### src/rtl/tdc_pkg.sv
// Constants, field layout and helpers of the transfer descriptor engine
//----------------------------------------------------------------------
// Behaviour
//----------------------------------------------------------------------
// Behaviour
// - Destination mode holds the destination address or steps it per transfer.
// - Area select one puts the repeat/block area on source, zero on destination.
// - Interrupt condition comes from the descriptor's interrupt select bit.
// - Chain condition select is ignored while chain enable is zero.
// - Before a chained transfer: no completion check, flag kept, no interrupt.
// - Chaining happens only with chain enable set, condition from select bit.
// - Source address is read from offset 0x04 and written back there.
// - Destination address is read from offset 0x08 and written back there.
// - Count word is a low byte 7:0 and a high byte 15:8.
// - Count word is read as the upper half of the word at offset 0x0C and written back at 0x0E.
// - Normal mode: 16-bit count down by one; 0x0000 means 65536.
// - Repeat mode: low byte counts down, 0x00 means 256, reloads from high.
// - Block mode: high byte is block size, low byte counts and reloads.
// - Mode 00/01 hold and skip write-back, 10 steps up, 11 steps down.
// - Select zero interrupts on completion in normal mode only, select one at the end of every activation that does not chain.
// - Condition zero chains always, one only when the counter ends or reloads.
// - Size 00 byte, 01 halfword, 10 word; step 1, 2 or 4.
package tdc_pkg;
  //--------------------------------------------------------------------
  // Descriptor layout
  //--------------------------------------------------------------------
  localparam logic [31:0] TDC_OFF_MODE = 32'h0000_0000;
  localparam logic [31:0] TDC_OFF_SRC = 32'h0000_0004;
  localparam logic [31:0] TDC_OFF_DST = 32'h0000_0008;
  localparam logic [31:0] TDC_OFF_CNTW = 32'h0000_000C;
  localparam logic [31:0] TDC_OFF_CNT = 32'h0000_000E;
  localparam logic [31:0] TDC_DESC_BYTES = 32'h0000_0010;
  // Mode word A sits in byte 3, mode word B in byte 2 of the first word
  localparam int TDC_MRA_LSB = 24;
  localparam int TDC_MRB_LSB = 16;
  localparam int TDC_CNT_LSB = 16;
  // Mode word A fields
  localparam int TDC_SM_LSB = 2;
  localparam int TDC_SZ_LSB = 4;
  localparam int TDC_MD_LSB = 6;
  // Mode word B fields
  localparam int TDC_DM_LSB = 2;
  localparam int TDC_AREA_BIT = 4;
  localparam int TDC_IRQSEL_BIT = 5;
  localparam int TDC_CHAIN_CONDITION_SELECT_BIT = 6;
  localparam int TDC_CHAIN_ENABLE_BIT = 7;
  //--------------------------------------------------------------------
  // Codes
  //--------------------------------------------------------------------
  localparam logic [1:0] TDC_MD_NORMAL = 2'h0;
  localparam logic [1:0] TDC_MD_REPEAT = 2'h1;
  localparam logic [1:0] TDC_MD_BLOCK = 2'h2;
  localparam logic [1:0] TDC_STEP_UP = 2'h2;
  localparam logic [1:0] TDC_STEP_DOWN = 2'h3;
  localparam logic [1:0] TDC_SZ_HALF = 2'h1;
  localparam logic [1:0] TDC_SZ_WORD = 2'h2;
  localparam logic [7:0] TDC_MODE_RST = 8'h00;
  localparam logic [31:0] TDC_ADDR_RST = 32'h0000_0000;
  localparam logic [15:0] TDC_CNT_RST = 16'h0000;

  // Address after one transfer; size picks step 1, 2 or 4
  function automatic logic [31:0] tdc_step(input logic [31:0] addr,
                                           input logic [1:0] mode,
                                           input logic [1:0] sz);
    logic [31:0] step;
    step = 32'h0000_0001 << sz;
    case (mode)
      TDC_STEP_UP: tdc_step = addr + step;
      TDC_STEP_DOWN: tdc_step = addr - step;
      default: tdc_step = addr;
    endcase
  endfunction : tdc_step
endpackage : tdc_pkg

### src/rtl/tdc_cnt_if.sv
// Interface between the engine and its transfer counter
`timescale 1ns/1ps
interface tdc_cnt_if;
  logic [1:0] mode;
  logic [15:0] cnt;
  logic [15:0] cnt_nxt;
  logic reload;
  logic done;
  modport eng (output mode, output cnt, input cnt_nxt, input reload, input done);
  modport unit (input mode, input cnt, output cnt_nxt, output reload, output done);
endinterface : tdc_cnt_if

### src/rtl/tdc_counter.sv
// Transfer counter step for normal, repeat and block modes
`timescale 1ns/1ps
module tdc_counter
  import tdc_pkg::*;
(
  tdc_cnt_if.unit cif
);
  wire [7:0] low = cif.cnt[7:0];
  wire [7:0] high = cif.cnt[15:8];
  wire normal = (cif.mode == TDC_MD_NORMAL);
  wire low_end = (low == 8'h01);
  wire [7:0] low_dec = low - 8'h01; // 0x00 wraps, so it counts 256

  assign cif.reload = !normal && low_end;
  assign cif.done = normal ? (cif.cnt == 16'h0001) : low_end;
  assign cif.cnt_nxt = normal ? (cif.cnt - 16'h0001) :
                       {high, (low_end ? high : low_dec)};
endmodule : tdc_counter

### src/rtl/tdc_skid_buf.sv
// Small FIFO between the read and the write half of a transfer
`timescale 1ns/1ps
module tdc_skid_buf #(
  parameter int WIDTH = 32,
  parameter int DEPTH = 2
) (
  input wire logic i_clock,
  input wire logic i_rst_n,
  input wire logic i_in_valid,
  output logic o_in_ready,
  input wire logic [WIDTH-1:0] i_in_data,
  output logic o_out_valid,
  input wire logic i_out_ready,
  output logic [WIDTH-1:0] o_out_data
);
  localparam int AW = (DEPTH > 1) ? $clog2(DEPTH) : 1;
  localparam logic [AW:0] FULL_CNT = DEPTH[AW:0];
  logic [WIDTH-1:0] mem_r [DEPTH];
  logic [AW-1:0] wp_r;
  logic [AW-1:0] rp_r;
  logic [AW:0] cnt_r;
  wire push = i_in_valid && o_in_ready;
  wire pop = o_out_valid && i_out_ready;

  function automatic logic [AW-1:0] bump(input logic [AW-1:0] p);
    bump = (p == AW'(DEPTH - 1)) ? '0 : p + AW'(1);
  endfunction : bump

  assign o_in_ready = (cnt_r != FULL_CNT);
  assign o_out_valid = (cnt_r != '0);
  assign o_out_data = mem_r[rp_r];

  always_ff @(posedge i_clock) begin
    if (!i_rst_n) begin
      wp_r <= '0;
      rp_r <= '0;
      cnt_r <= '0;
    end else begin
      if (push) begin
        wp_r <= bump(wp_r);
      end
      if (pop) begin
        rp_r <= bump(rp_r);
      end
      cnt_r <= cnt_r + (AW+1)'(push) - (AW+1)'(pop);
    end
  end

  always_ff @(posedge i_clock) begin
    if (push) begin
      mem_r[wp_r] <= i_in_data;
    end
  end
endmodule : tdc_skid_buf

### src/rtl/tdc_engine.sv
// Descriptor-driven transfer engine: fetch, move, count, write back, chain
`timescale 1ns/1ps
module tdc_engine
  import tdc_pkg::*;
(
  input wire logic i_clock,
  input wire logic i_rst_n,
  input wire logic i_act_valid,
  output logic o_act_ready,
  input wire logic [31:0] i_act_desc_addr,
  output logic o_mem_req,
  output logic o_mem_we,
  output logic [1:0] o_mem_size,
  output logic [31:0] o_mem_addr,
  output logic [31:0] o_mem_wdata,
  input wire logic i_mem_ack,
  input wire logic [31:0] i_mem_rdata,
  output logic o_irq,
  output logic o_flag_clear,
  output logic o_busy
);
  //--------------------------------------------------------------------
  // State
  //--------------------------------------------------------------------
  typedef enum logic [3:0] {
    ST_IDLE, ST_RD_MODE, ST_RD_SRC, ST_RD_DST, ST_RD_CNT, ST_XF_RD,
    ST_XF_WR, ST_WB_SRC, ST_WB_DST, ST_WB_CNT, ST_END
  } tdc_state_t;

  tdc_state_t state_r;
  tdc_state_t state_nxt;
  logic [31:0] desc_r;
  logic [7:0] mode_word_a_r;
  logic [7:0] mode_word_b_r;
  logic [31:0] src_r;
  logic [31:0] src_start_r;
  logic [31:0] dst_r;
  logic [31:0] dst_start_r;
  logic [15:0] cnt_r;
  logic done_r;
  logic irq_r;
  logic clr_r;

  //--------------------------------------------------------------------
  // Descriptor fields
  //--------------------------------------------------------------------
  wire [1:0] src_step_mode = mode_word_a_r[TDC_SM_LSB+:2];
  wire [1:0] transfer_size = mode_word_a_r[TDC_SZ_LSB+:2];
  wire [1:0] transfer_mode_select = mode_word_a_r[TDC_MD_LSB+:2];
  wire [1:0] dest_step_mode = mode_word_b_r[TDC_DM_LSB+:2];
  wire area_side_select = mode_word_b_r[TDC_AREA_BIT];
  wire irq_condition_select = mode_word_b_r[TDC_IRQSEL_BIT];
  wire chain_condition_select = mode_word_b_r[TDC_CHAIN_CONDITION_SELECT_BIT];
  wire chain_enable = mode_word_b_r[TDC_CHAIN_ENABLE_BIT];
  wire is_normal = (transfer_mode_select == TDC_MD_NORMAL);
  wire is_block = (transfer_mode_select == TDC_MD_BLOCK);
  wire src_wb = src_step_mode[1];
  wire dst_wb = dest_step_mode[1];

  //--------------------------------------------------------------------
  // Counter and data buffer
  //--------------------------------------------------------------------
  tdc_cnt_if cif ();
  assign cif.mode = transfer_mode_select;
  assign cif.cnt = cnt_r;

  tdc_counter u_counter (
    .cif (cif.unit)
  );

  logic buf_in_ready;
  logic buf_out_valid;
  logic [31:0] buf_out_data;
  wire xf_rd_fire = (state_r == ST_XF_RD) && i_mem_ack;
  wire xf_fire = (state_r == ST_XF_WR) && i_mem_ack;

  // A stalled write side leaves the read word parked here, never dropped
  tdc_skid_buf #(
    .WIDTH (32),
    .DEPTH (2)
  ) u_buf (
    .i_clock (i_clock),
    .i_rst_n (i_rst_n),
    .i_in_valid (xf_rd_fire),
    .o_in_ready (buf_in_ready),
    .i_in_data (i_mem_rdata),
    .o_out_valid (buf_out_valid),
    .i_out_ready (xf_fire),
    .o_out_data (buf_out_data)
  );

  //--------------------------------------------------------------------
  // Per-transfer updates
  //--------------------------------------------------------------------
  wire area_reload = cif.reload;
  wire src_area_hit = area_reload && area_side_select;
  wire dst_area_hit = area_reload && !area_side_select;
  wire [31:0] src_nxt = src_area_hit ? src_start_r :
                        tdc_step(src_r, src_step_mode, transfer_size);
  wire [31:0] dst_nxt = dst_area_hit ? dst_start_r :
                        tdc_step(dst_r, dest_step_mode, transfer_size);
  // Chain select only counts while chain enable is set
  wire chain_take = chain_enable && (!chain_condition_select || done_r);
  // Completion counts for the interrupt only in normal mode
  wire irq_cond = irq_condition_select || (is_normal && done_r);
  tdc_state_t wb_first;
  assign wb_first = src_wb ? ST_WB_SRC : (dst_wb ? ST_WB_DST : ST_WB_CNT);

  //--------------------------------------------------------------------
  // Next state
  //--------------------------------------------------------------------
  always_comb begin
    state_nxt = state_r;
    case (state_r)
      ST_IDLE: if (i_act_valid) state_nxt = ST_RD_MODE;
      ST_RD_MODE: if (i_mem_ack) state_nxt = ST_RD_SRC;
      ST_RD_SRC: if (i_mem_ack) state_nxt = ST_RD_DST;
      ST_RD_DST: if (i_mem_ack) state_nxt = ST_RD_CNT;
      ST_RD_CNT: if (i_mem_ack) state_nxt = ST_XF_RD;
      ST_XF_RD: if (i_mem_ack) state_nxt = ST_XF_WR;
      ST_XF_WR: begin
        if (i_mem_ack) begin
          // Block mode moves a whole block per activation
          state_nxt = (is_block && !area_reload) ? ST_XF_RD : wb_first;
        end
      end
      ST_WB_SRC: if (i_mem_ack) state_nxt = dst_wb ? ST_WB_DST : ST_WB_CNT;
      ST_WB_DST: if (i_mem_ack) state_nxt = ST_WB_CNT;
      ST_WB_CNT: if (i_mem_ack) state_nxt = ST_END;
      ST_END: state_nxt = chain_take ? ST_RD_MODE : ST_IDLE;
      default: state_nxt = ST_IDLE;
    endcase
  end

  //--------------------------------------------------------------------
  // Memory request decode
  //--------------------------------------------------------------------
  wire st_rd = (state_r == ST_RD_MODE) || (state_r == ST_RD_SRC) ||
               (state_r == ST_RD_DST) || (state_r == ST_RD_CNT);
  wire st_wb = (state_r == ST_WB_SRC) || (state_r == ST_WB_DST) ||
               (state_r == ST_WB_CNT);
  wire xf_rd_req = (state_r == ST_XF_RD) && buf_in_ready;
  wire xf_wr_req = (state_r == ST_XF_WR) && buf_out_valid;
  wire [31:0] desc_off =
    (state_r == ST_RD_SRC || state_r == ST_WB_SRC) ? TDC_OFF_SRC :
    (state_r == ST_RD_DST || state_r == ST_WB_DST) ? TDC_OFF_DST :
    (state_r == ST_RD_CNT) ? TDC_OFF_CNTW :
    (state_r == ST_WB_CNT) ? TDC_OFF_CNT : TDC_OFF_MODE;

  assign o_mem_req = st_rd || st_wb || xf_rd_req || xf_wr_req;
  assign o_mem_we = st_wb || (state_r == ST_XF_WR);
  assign o_mem_addr = (state_r == ST_XF_RD) ? src_r :
                      (state_r == ST_XF_WR) ? dst_r : desc_r + desc_off;
  assign o_mem_size = (state_r == ST_XF_RD || state_r == ST_XF_WR) ? transfer_size :
                      (state_r == ST_WB_CNT) ? TDC_SZ_HALF : TDC_SZ_WORD;
  assign o_mem_wdata = (state_r == ST_XF_WR) ? buf_out_data :
                       (state_r == ST_WB_SRC) ? src_r :
                       (state_r == ST_WB_DST) ? dst_r :
                       {16'h0000, cnt_r};
  assign o_act_ready = (state_r == ST_IDLE);
  assign o_busy = (state_r != ST_IDLE);
  assign o_irq = irq_r;
  assign o_flag_clear = clr_r;

  //--------------------------------------------------------------------
  // Registers
  //--------------------------------------------------------------------
  always_ff @(posedge i_clock) begin
    if (!i_rst_n) begin
      state_r <= ST_IDLE;
      desc_r <= TDC_ADDR_RST;
    end else begin
      state_r <= state_nxt;
      if ((state_r == ST_IDLE) && i_act_valid) begin
        desc_r <= i_act_desc_addr;
      end else if ((state_r == ST_END) && chain_take) begin
        desc_r <= desc_r + TDC_DESC_BYTES;
      end
    end
  end

  always_ff @(posedge i_clock) begin
    if (!i_rst_n) begin
      mode_word_a_r <= TDC_MODE_RST;
      mode_word_b_r <= TDC_MODE_RST;
    end else if ((state_r == ST_RD_MODE) && i_mem_ack) begin
      mode_word_a_r <= i_mem_rdata[TDC_MRA_LSB+:8];
      mode_word_b_r <= i_mem_rdata[TDC_MRB_LSB+:8];
    end
  end

  always_ff @(posedge i_clock) begin
    if (!i_rst_n) begin
      src_r <= TDC_ADDR_RST;
      src_start_r <= TDC_ADDR_RST;
      dst_r <= TDC_ADDR_RST;
      dst_start_r <= TDC_ADDR_RST;
    end else if ((state_r == ST_RD_SRC) && i_mem_ack) begin
      src_r <= i_mem_rdata;
      src_start_r <= i_mem_rdata;
    end else if ((state_r == ST_RD_DST) && i_mem_ack) begin
      dst_r <= i_mem_rdata;
      dst_start_r <= i_mem_rdata;
    end else if (xf_fire) begin
      src_r <= src_nxt;
      dst_r <= dst_nxt;
    end
  end

  always_ff @(posedge i_clock) begin
    if (!i_rst_n) begin
      cnt_r <= TDC_CNT_RST;
      done_r <= 1'b0;
    end else if ((state_r == ST_RD_CNT) && i_mem_ack) begin
      cnt_r <= i_mem_rdata[TDC_CNT_LSB+:16];
      done_r <= 1'b0;
    end else if (xf_fire) begin
      cnt_r <= cif.cnt_nxt;
      done_r <= done_r || cif.done;
    end
  end

  // Chained step keeps the source flag and stays silent
  always_ff @(posedge i_clock) begin
    if (!i_rst_n) begin
      irq_r <= 1'b0;
      clr_r <= 1'b0;
    end else begin
      irq_r <= (state_r == ST_END) && !chain_take && irq_cond;
      clr_r <= (state_r == ST_END) && !chain_take && !irq_cond;
    end
  end
endmodule : tdc_engine

### config.mk
export PLATFORM = sky130hd
export DESIGN_NAME = tdc_engine
export DESIGN_NICKNAME = d
export VERILOG_FILES = /design/src/rtl/tdc_pkg.sv /design/src/rtl/tdc_cnt_if.sv /design/src/rtl/tdc_counter.sv /design/src/rtl/tdc_skid_buf.sv /design/src/rtl/tdc_engine.sv
export SDC_FILE = /design/constraint.sdc
export NUM_CORES = 1
export LEC_CHECK = 0
export BUFFER_PORTS_ARGS = -buffer_cell sky130_fd_sc_hd__buf_2
export CAP_MARGIN = 40
export CORE_ASPECT_RATIO = 1.1
export CORE_MARGIN = 4
export CORE_UTILIZATION = 55
export DETAILED_ROUTE_END_ITERATION = 8
export PLACE_DENSITY = 0.74
export SLEW_MARGIN = 20
export SYNTH_ARGS = -nofsm -noshare
export SYNTH_HDL_FRONTEND = slang
export SYNTH_SLANG_ARGS = --single-unit
### constraint.sdc
create_clock -name i_clock -period 4.82 [get_ports i_clock]
set_input_delay 0.482 -clock i_clock [delete_from_list [all_inputs] [get_ports i_clock]]
set_output_delay 0.482 -clock i_clock [all_outputs]
set_load 0.02 [all_outputs]
Word-level counts from Yosys, hierarchy flattened
Memory sizes are Yosys's and may differ from the RTL's. A register that Yosys moved wholly into a read port is not among the register bits.
Cells that the tools add are included.
{"block": "classes", "shifts": 1, "n_mux": 48, "addsub": 12, "n_reduce_logical": 59, "n_bitwise": 2, "n_eq_ne": 29}
{"cell": "32-bit 2-to-1 mux", "count": 14}
{"cell": "32-bit case mux with 2 select lines", "count": 2}
{"cell": "32-bit adder", "count": 2}
{"cell": "4-bit 2-to-1 mux", "count": 16}
{"cell": "32-bit subtractor", "count": 2}
{"cell": "16-bit 2-to-1 mux", "count": 3}
{"cell": "4-bit case mux with 11 select lines", "count": 1}
{"cell": "32-bit by 4-bit adder with 32-bit output", "count": 1}
{"cell": "32-bit by 5-bit adder with 32-bit output, second input constant", "count": 1}
{"cell": "1-bit by 2-bit left shift with 32-bit output, first input constant", "count": 1}
{"cell": "2-bit inequality test, second input constant", "count": 12}
{"cell": "1-bit logical AND", "count": 21}
{"cell": "16-bit by 1-bit equality test with 1-bit output, second input constant", "count": 1}
{"cell": "4-bit by 3-bit equality test with 1-bit output, second input constant", "count": 4}
{"cell": "16-bit by 1-bit subtractor with 16-bit output, second input constant", "count": 1}
{"cell": "1-bit logical OR", "count": 15}
{"cell": "4-bit equality test, second input constant", "count": 3}
{"cell": "2-bit nonzero test", "count": 6}
{"cell": "4-bit nonzero test", "count": 3}
{"cell": "2-bit equality test, second input constant", "count": 5}
{"cell": "10-bit AND reduction", "count": 1}
{"cell": "1-bit 2-to-1 mux", "count": 9}
{"cell": "4-bit by 2-bit equality test with 1-bit output, second input constant", "count": 2}
{"cell": "8-bit by 1-bit equality test with 1-bit output, second input constant", "count": 1}
{"cell": "other kinds (14)", "count": 24}
{"block": "word_totals", "ram_bits": 64, "word_cells": 168, "input_bits": 68, "register_bits": 203, "out_inout_bits": 72, "mem_count": 1}
{"memory": "u_buf.mem_r", "depth": 2, "word_bits": 32, "read_ports": 1, "rd_clocked_by_memory_dff": 1, "wr": 1, "line": "tdc_skid_buf.sv:18", "rtl": "logic [WIDTH-1:0] mem_r [DEPTH];"}

Longest topological paths before layout
{"block": "depth", "word_depth": 8, "ltp_mapped": 16, "depth_no_buf": 15}

By module
A second synthesis with hierarchy kept.
{"block": "unflattened", "cells_unflattened": 2181, "area_unflattened_um2": 16846.2}
{"mod": "tdc_engine", "cells_per_inst": 1976, "seq_area_each_um2": 3903.7, "instances": 1, "area_each_um2": 13802.0}
{"mod": "tdc_skid_buf", "cells_per_inst": 129, "seq_area_each_um2": 2021.9, "instances": 1, "area_each_um2": 2583.7}
{"mod": "tdc_counter", "cells_per_inst": 76, "seq_area_each_um2": 0.0, "instances": 1, "area_each_um2": 460.4}

Worst setup path before layout
Ideal clock, no wire load.
{"block": "synth_path", "path_kind": "register to register", "startpoint": "register mode_word_b_r[3]", "endpoint": "register dst_r[30]", "synth_period_minus_slack_ps": 3564, "n_path_buf": 1, "t_arrival_ps": 3478, "stages_incl_launch_ff": 14, "required_ps": 4734, "setup_time_ps": 86, "slack_ps": 1256, "cell_sequence": "dfxtp_1 > nand2_1 > inv_1 > ha_1 > clkbuf_1 > a21oi_1 > o21ai_0 > a2111oi_0 > nor2_1 > a221oi_1 > o2111ai_1 > a221o_1 > xnor2_1 > a211oi_1"}
{"block": "synth_via", "elab_chain_cells": 5, "word_cells_on_any_way": 8, "cone_classes": "eq/ne: 2; mux: 4; reduce/logical: 2"}
{"element": "from (decl)", "line": "tdc_engine.sv:34", "rtl": "logic [7:0] mode_word_b_r;"}
{"element": "from (signal assigned)", "line": "tdc_engine.sv:188", "rtl": "mode_word_b_r <= i_mem_rdata[TDC_MRB_LSB+:8];"}
{"element": "2-bit equality test", "line": "tdc_pkg.sv:67", "rtl": "case (mode)"}
{"element": "32-bit case mux with 2 select lines", "line": "tdc_pkg.sv:67"}
{"element": "32-bit 2-to-1 mux", "line": "tdc_engine.sv:100", "rtl": "wire [31:0] dst_nxt = dst_area_hit ? dst_start_r :"}
{"element": "32-bit 2-to-1 mux", "line": "tdc_engine.sv:204", "rtl": "end else if (xf_fire) begin"}
{"element": "32-bit 2-to-1 mux", "line": "tdc_engine.sv:201", "rtl": "end else if ((state_r == ST_RD_DST) && i_mem_ack) begin"}
{"element": "to (signal assigned)", "line": "tdc_engine.sv:202", "rtl": "dst_r <= i_mem_rdata;"}
{"element": "to (signal assigned)", "line": "tdc_engine.sv:206", "rtl": "dst_r <= dst_nxt;"}
{"element": "to (decl)", "line": "tdc_engine.sv:37", "rtl": "logic [31:0] dst_r;"}
Parallel ways exist; a longest one is shown, timed or not. The select of a mux whose other input is x is not followed.
A chain may end at the register's enable or synchronous reset.

Worst setup path in the final report
{"block": "layout_path", "startpoint": "register state_r[1]", "endpoint": "output o_mem_addr[28]"}
{"block": "layout_via", "elab_chain_cells": 8, "word_cells_on_any_way": 17, "cone_classes": "add/sub: 1; eq/ne: 8; mux: 6; reduce/logical: 2"}
{"element": "from (decl)", "line": "tdc_engine.sv:30", "rtl": "tdc_state_t state_r;"}
{"element": "from (signal assigned)", "line": "tdc_engine.sv:173", "rtl": "state_r <= state_nxt;"}
{"element": "4-bit equality test", "line": "tdc_engine.sv:148", "rtl": "(state_r == ST_WB_CNT) ? TDC_OFF_CNT : TDC_OFF_MODE;"}
{"element": "4-bit 2-to-1 mux", "line": "tdc_engine.sv:148"}
{"element": "4-bit 2-to-1 mux", "line": "tdc_engine.sv:147", "rtl": "(state_r == ST_RD_CNT) ? TDC_OFF_CNTW :"}
{"element": "4-bit 2-to-1 mux", "line": "tdc_engine.sv:146", "rtl": "(state_r == ST_RD_DST || state_r == ST_WB_DST) ? TDC_OFF_DST :"}
{"element": "4-bit 2-to-1 mux", "line": "tdc_engine.sv:145", "rtl": "(state_r == ST_RD_SRC || state_r == ST_WB_SRC) ? TDC_OFF_SRC :"}
{"element": "32-bit by 4-bit adder with 32-bit output", "line": "tdc_engine.sv:153", "rtl": "(state_r == ST_XF_WR) ? dst_r : desc_r + desc_off;"}
{"element": "32-bit 2-to-1 mux", "line": "tdc_engine.sv:153"}
{"element": "32-bit 2-to-1 mux *", "line": "tdc_engine.sv:152", "rtl": "assign o_mem_addr = (state_r == ST_XF_RD) ? src_r :"}
{"element": "to (decl)", "line": "tdc_engine.sv:14", "rtl": "output logic [31:0] o_mem_addr,"}
Every way passes the cells marked *; elsewhere a longest branch is shown, timed or not.

==> flow_summary.ini <==
[outcome]
status = finished, final reports clean

[cts]
root_buffer = clkbuf_16
cts_buffers = 30
cts_tree = yes
worstSkewPairLatency_ns = 0.59
h-tree-depth = 1
path_clk_slew_ns = 0.06
clock-sinks = 264
cts_buffer_depth = 3
hold_buffers = 0
ctsResizeCount = 0
post_cts_buffers = 0

[finish]
fin_area_um2 = 18660
final.fill_count = 2641
utilization_pct = 62.93
fin_nets = 2323
syn_to_final_growth_pct = 12.28
layout_common_cells = nand2_1, a21oi_1, dfxtp_1, nor2_1, buf_2
final_cells = 2581
layout_commonest_cell = nand2_1
ff_latch_area_um2 = 5928
layout-drive-gt1-share_pct = 12.01
multi_input_area_um2 = 10030

[power]
p_seq_share_pct = 43.3
power_mw = 5.911
swShare_pct = 31.67
p_clk_share_pct = 39.2
intPower_mw = 4.039
power.switching_mw = 1.872
p_leak_nw = 7.265
ir_drop_mv = 0.2931
combPwrFrac_pct = 17.5
p_per_area_nw_per_um2 = 316.8

[worst_setup_path]
critPathSlowestCell = dfxtp_2
worst-path-buf-inv = 1
worstPathArrival_ns = 4.03
cp_top_family = simple AND/OR/NAND/NOR gates
cp_max_fo = 14
path_class = register to primary output
crit_path_cell_trace = nor2b_1 > nor2_1 > a21oi_1 > o22ai_1 > ha_1 > a21o_1 > a21o_1 > nand4_1 > nor2_1 > nand3_2 > nor2_1 > xor2_1 > mux2i_1 > o21ai_0 > buf_2
cp_data_required_time_ns = 4.34
cpMostUsedCell = nor2_1
max_stage_delay_ns = 0.48
critPathCaptureType = primary output
cp-start-kind = register

[timing]
setup_viol = 0
worst_slew_pin_slew_ns = 0.8269
clock_skew_ns = 0.02085
hold_viol_final = 0
final.setup.worst_slack_ns = 0.3057
timing.fmax_ghz = 0.2215
finalMaxSlewViolations = 0
finalCriticalPeriod_ns = 4.514
relSlewSlack_pct = 44.74
post-route-period-util_pct = 93.66
setup_tns_ns = 0
rsz0062_at_grt = false
hold_slack_ns = 0.1423

[worst_hold_path]
hold_path_class = primary input to register

[yosys]
seq_area_frac_synth_pct = 35.66
synth_warnings = 0
synth_cell_type_count = 76
syn_area_per_cell_um2 = 7.890
synth_area_um2 = 16620
ys_ff_latch = 264
syn_inst = 2106
async_flop_share_pct = 0
synthesis.nets = 2247
synth_edf_count = 64
synthFlopType = dfxtp_1

[die]
io_pins = 140
fp.dieH_um = 190.3
initial_core_util_pct = 56.05
coreArea_um2 = 29650
die_width_um = 173.7
die_area_um2 = 33060
fp-row-count = 66

[detailed_routing]
drt_first_pass_iters = 7
drtIter0Drc = 2207
num_vias = 17190
routedWlPerCell_um = 25.02
routed_wl_mm = 64.58
vias_per_cell = 6.661
drtAntennaViolNets = 0
drc = 0

[grt]
grt_pass1_vias = 15820
antenna_found_initial = 1
grt_max_degree = 106
grtUsageTotal_pct = 37.45
grt.overflow.total = 0
grt_pass1_wl_mm = 96.57

[placement]
placed_cells = 2521
dp_hpwl_mm = 47.71
place.gp.congestion = 1.009
place_area_um2 = 17640
io_buffers = 139
dpl_worst_slack_ns = 0.7310

[job]
cap_violations = 0
-- synthesized netlist by cell type, types with 30 or more instances --
master | instances | share of area, %
o21ai_0 | 128 | 3.9
edfxtp_1 | 64 | 12
a21oi_1 | 271 | 8.2
a21o_1 | 30 | 1.4
xnor2_1 | 52 | 2.7
nand3_1 | 41 | 1.2
a211oi_1 | 30 | 1.4
ha_1 | 70 | 5.3
nand2_1 | 380 | 8.6
clkbuf_1 | 109 | 2.5
xor2_1 | 44 | 2.3
o211ai_1 | 50 | 2.3
nor2_1 | 165 | 3.7
mux2i_1 | 55 | 3.3
inv_1 | 47 | 1.1
dfxtp_1 | 200 | 24
-- power by group through the flow --
stage	logic (mW)	clock network, mW	registers (mW)
after floorplan	0.660	0	2.50
after global placement	0.975	0	2.59
after detailed placement	1.00	0	2.59
after CTS	1.01	2.32	2.55
after global routing	1.11	2.41	2.57
final	1.03	2.31	2.56
-- flip-flops by register name, summed over array words and instances, names as in the netlist, 2 cells and up, named ones only --
| signal | cells |
|---|---|
| cif.cnt | 16 |
| desc_r | 32 |
| dst_r | 32 |
| dst_start_r | 32 |
| mode_word_a_r | 6 |
| mode_word_b_r | 6 |
| src_r | 32 |
| src_start_r | 32 |
| state_r | 4 |
| u_buf.cnt_r | 2 |
| u_buf.mem_r | 64 |
-- final timing paths --
kind	cells after the start	startpoint	endpoint	slack, ns
setup / recovery	15	state_r[1]	o_mem_addr[28]	0.31
hold / removal	3	i_act_desc_addr[0]	desc_r[0]	0.14
setup reg to reg	13	mode_word_b_r[3]	dst_r[30]	0.70
hold reg to reg	2	src_start_r[29]	src_start_r[29]	0.45
-- layer usage --
layer | wire [µm] | vias up | track usage [%]
li1 | - | 7791 | -
met1 | 25620 | 8112 | 50.05
met2 | 28310 | 1108 | 58.92
met3 | 7122 | 181 | 7.039
met4 | 3526 | 0 | 17.82
met5 | 0 | - | 0
-- area by class of cell --
cell class              count  share of cell area (%)
diodes                      1                 0.01341
clock buffers              38                   4.238
clock inverters            18                   1.026
inverters                  48                  0.9791
multi-input cells        1661                   53.77
flip-flops and latches    264                   31.78
well taps                 374                   2.508
repair buffers            177                   5.694
-- worst reg2reg max path: stages (launching register included) --
cell,delay [ns]
dfxtp_1,0.44
nand2_1,0.20
inv_1,0.41
buf_4,0.32
ha_1,0.38
a21oi_1,0.18
o21ai_0,0.11
a2111oi_0,0.61
nor2_1,0.18
a221oi_1,0.33
o2111ai_1,0.16
a221o_1,0.37
xnor2_1,0.13
a211oi_1,0.21
-- cells by family (layout without fill, tap and decap cells) --
family / after synthesis / in the layout / share of synthesized area [%]
and+or+nand+nor: 743 / 743 / 19.79
AOI/OAI and AO/OA: 692 / 692 / 26.03
DFF: 264 / 264 / 35.66
buffers and inverters: 181 / 281 / 4.375
xor gates and xnor gates: 96 / 96 / 5.060
adders and majority gates: 73 / 73 / 5.633
muxes: 57 / 57 / 3.449
other: 0 / 1 / 0
Power figures use the tool's default switching activity.
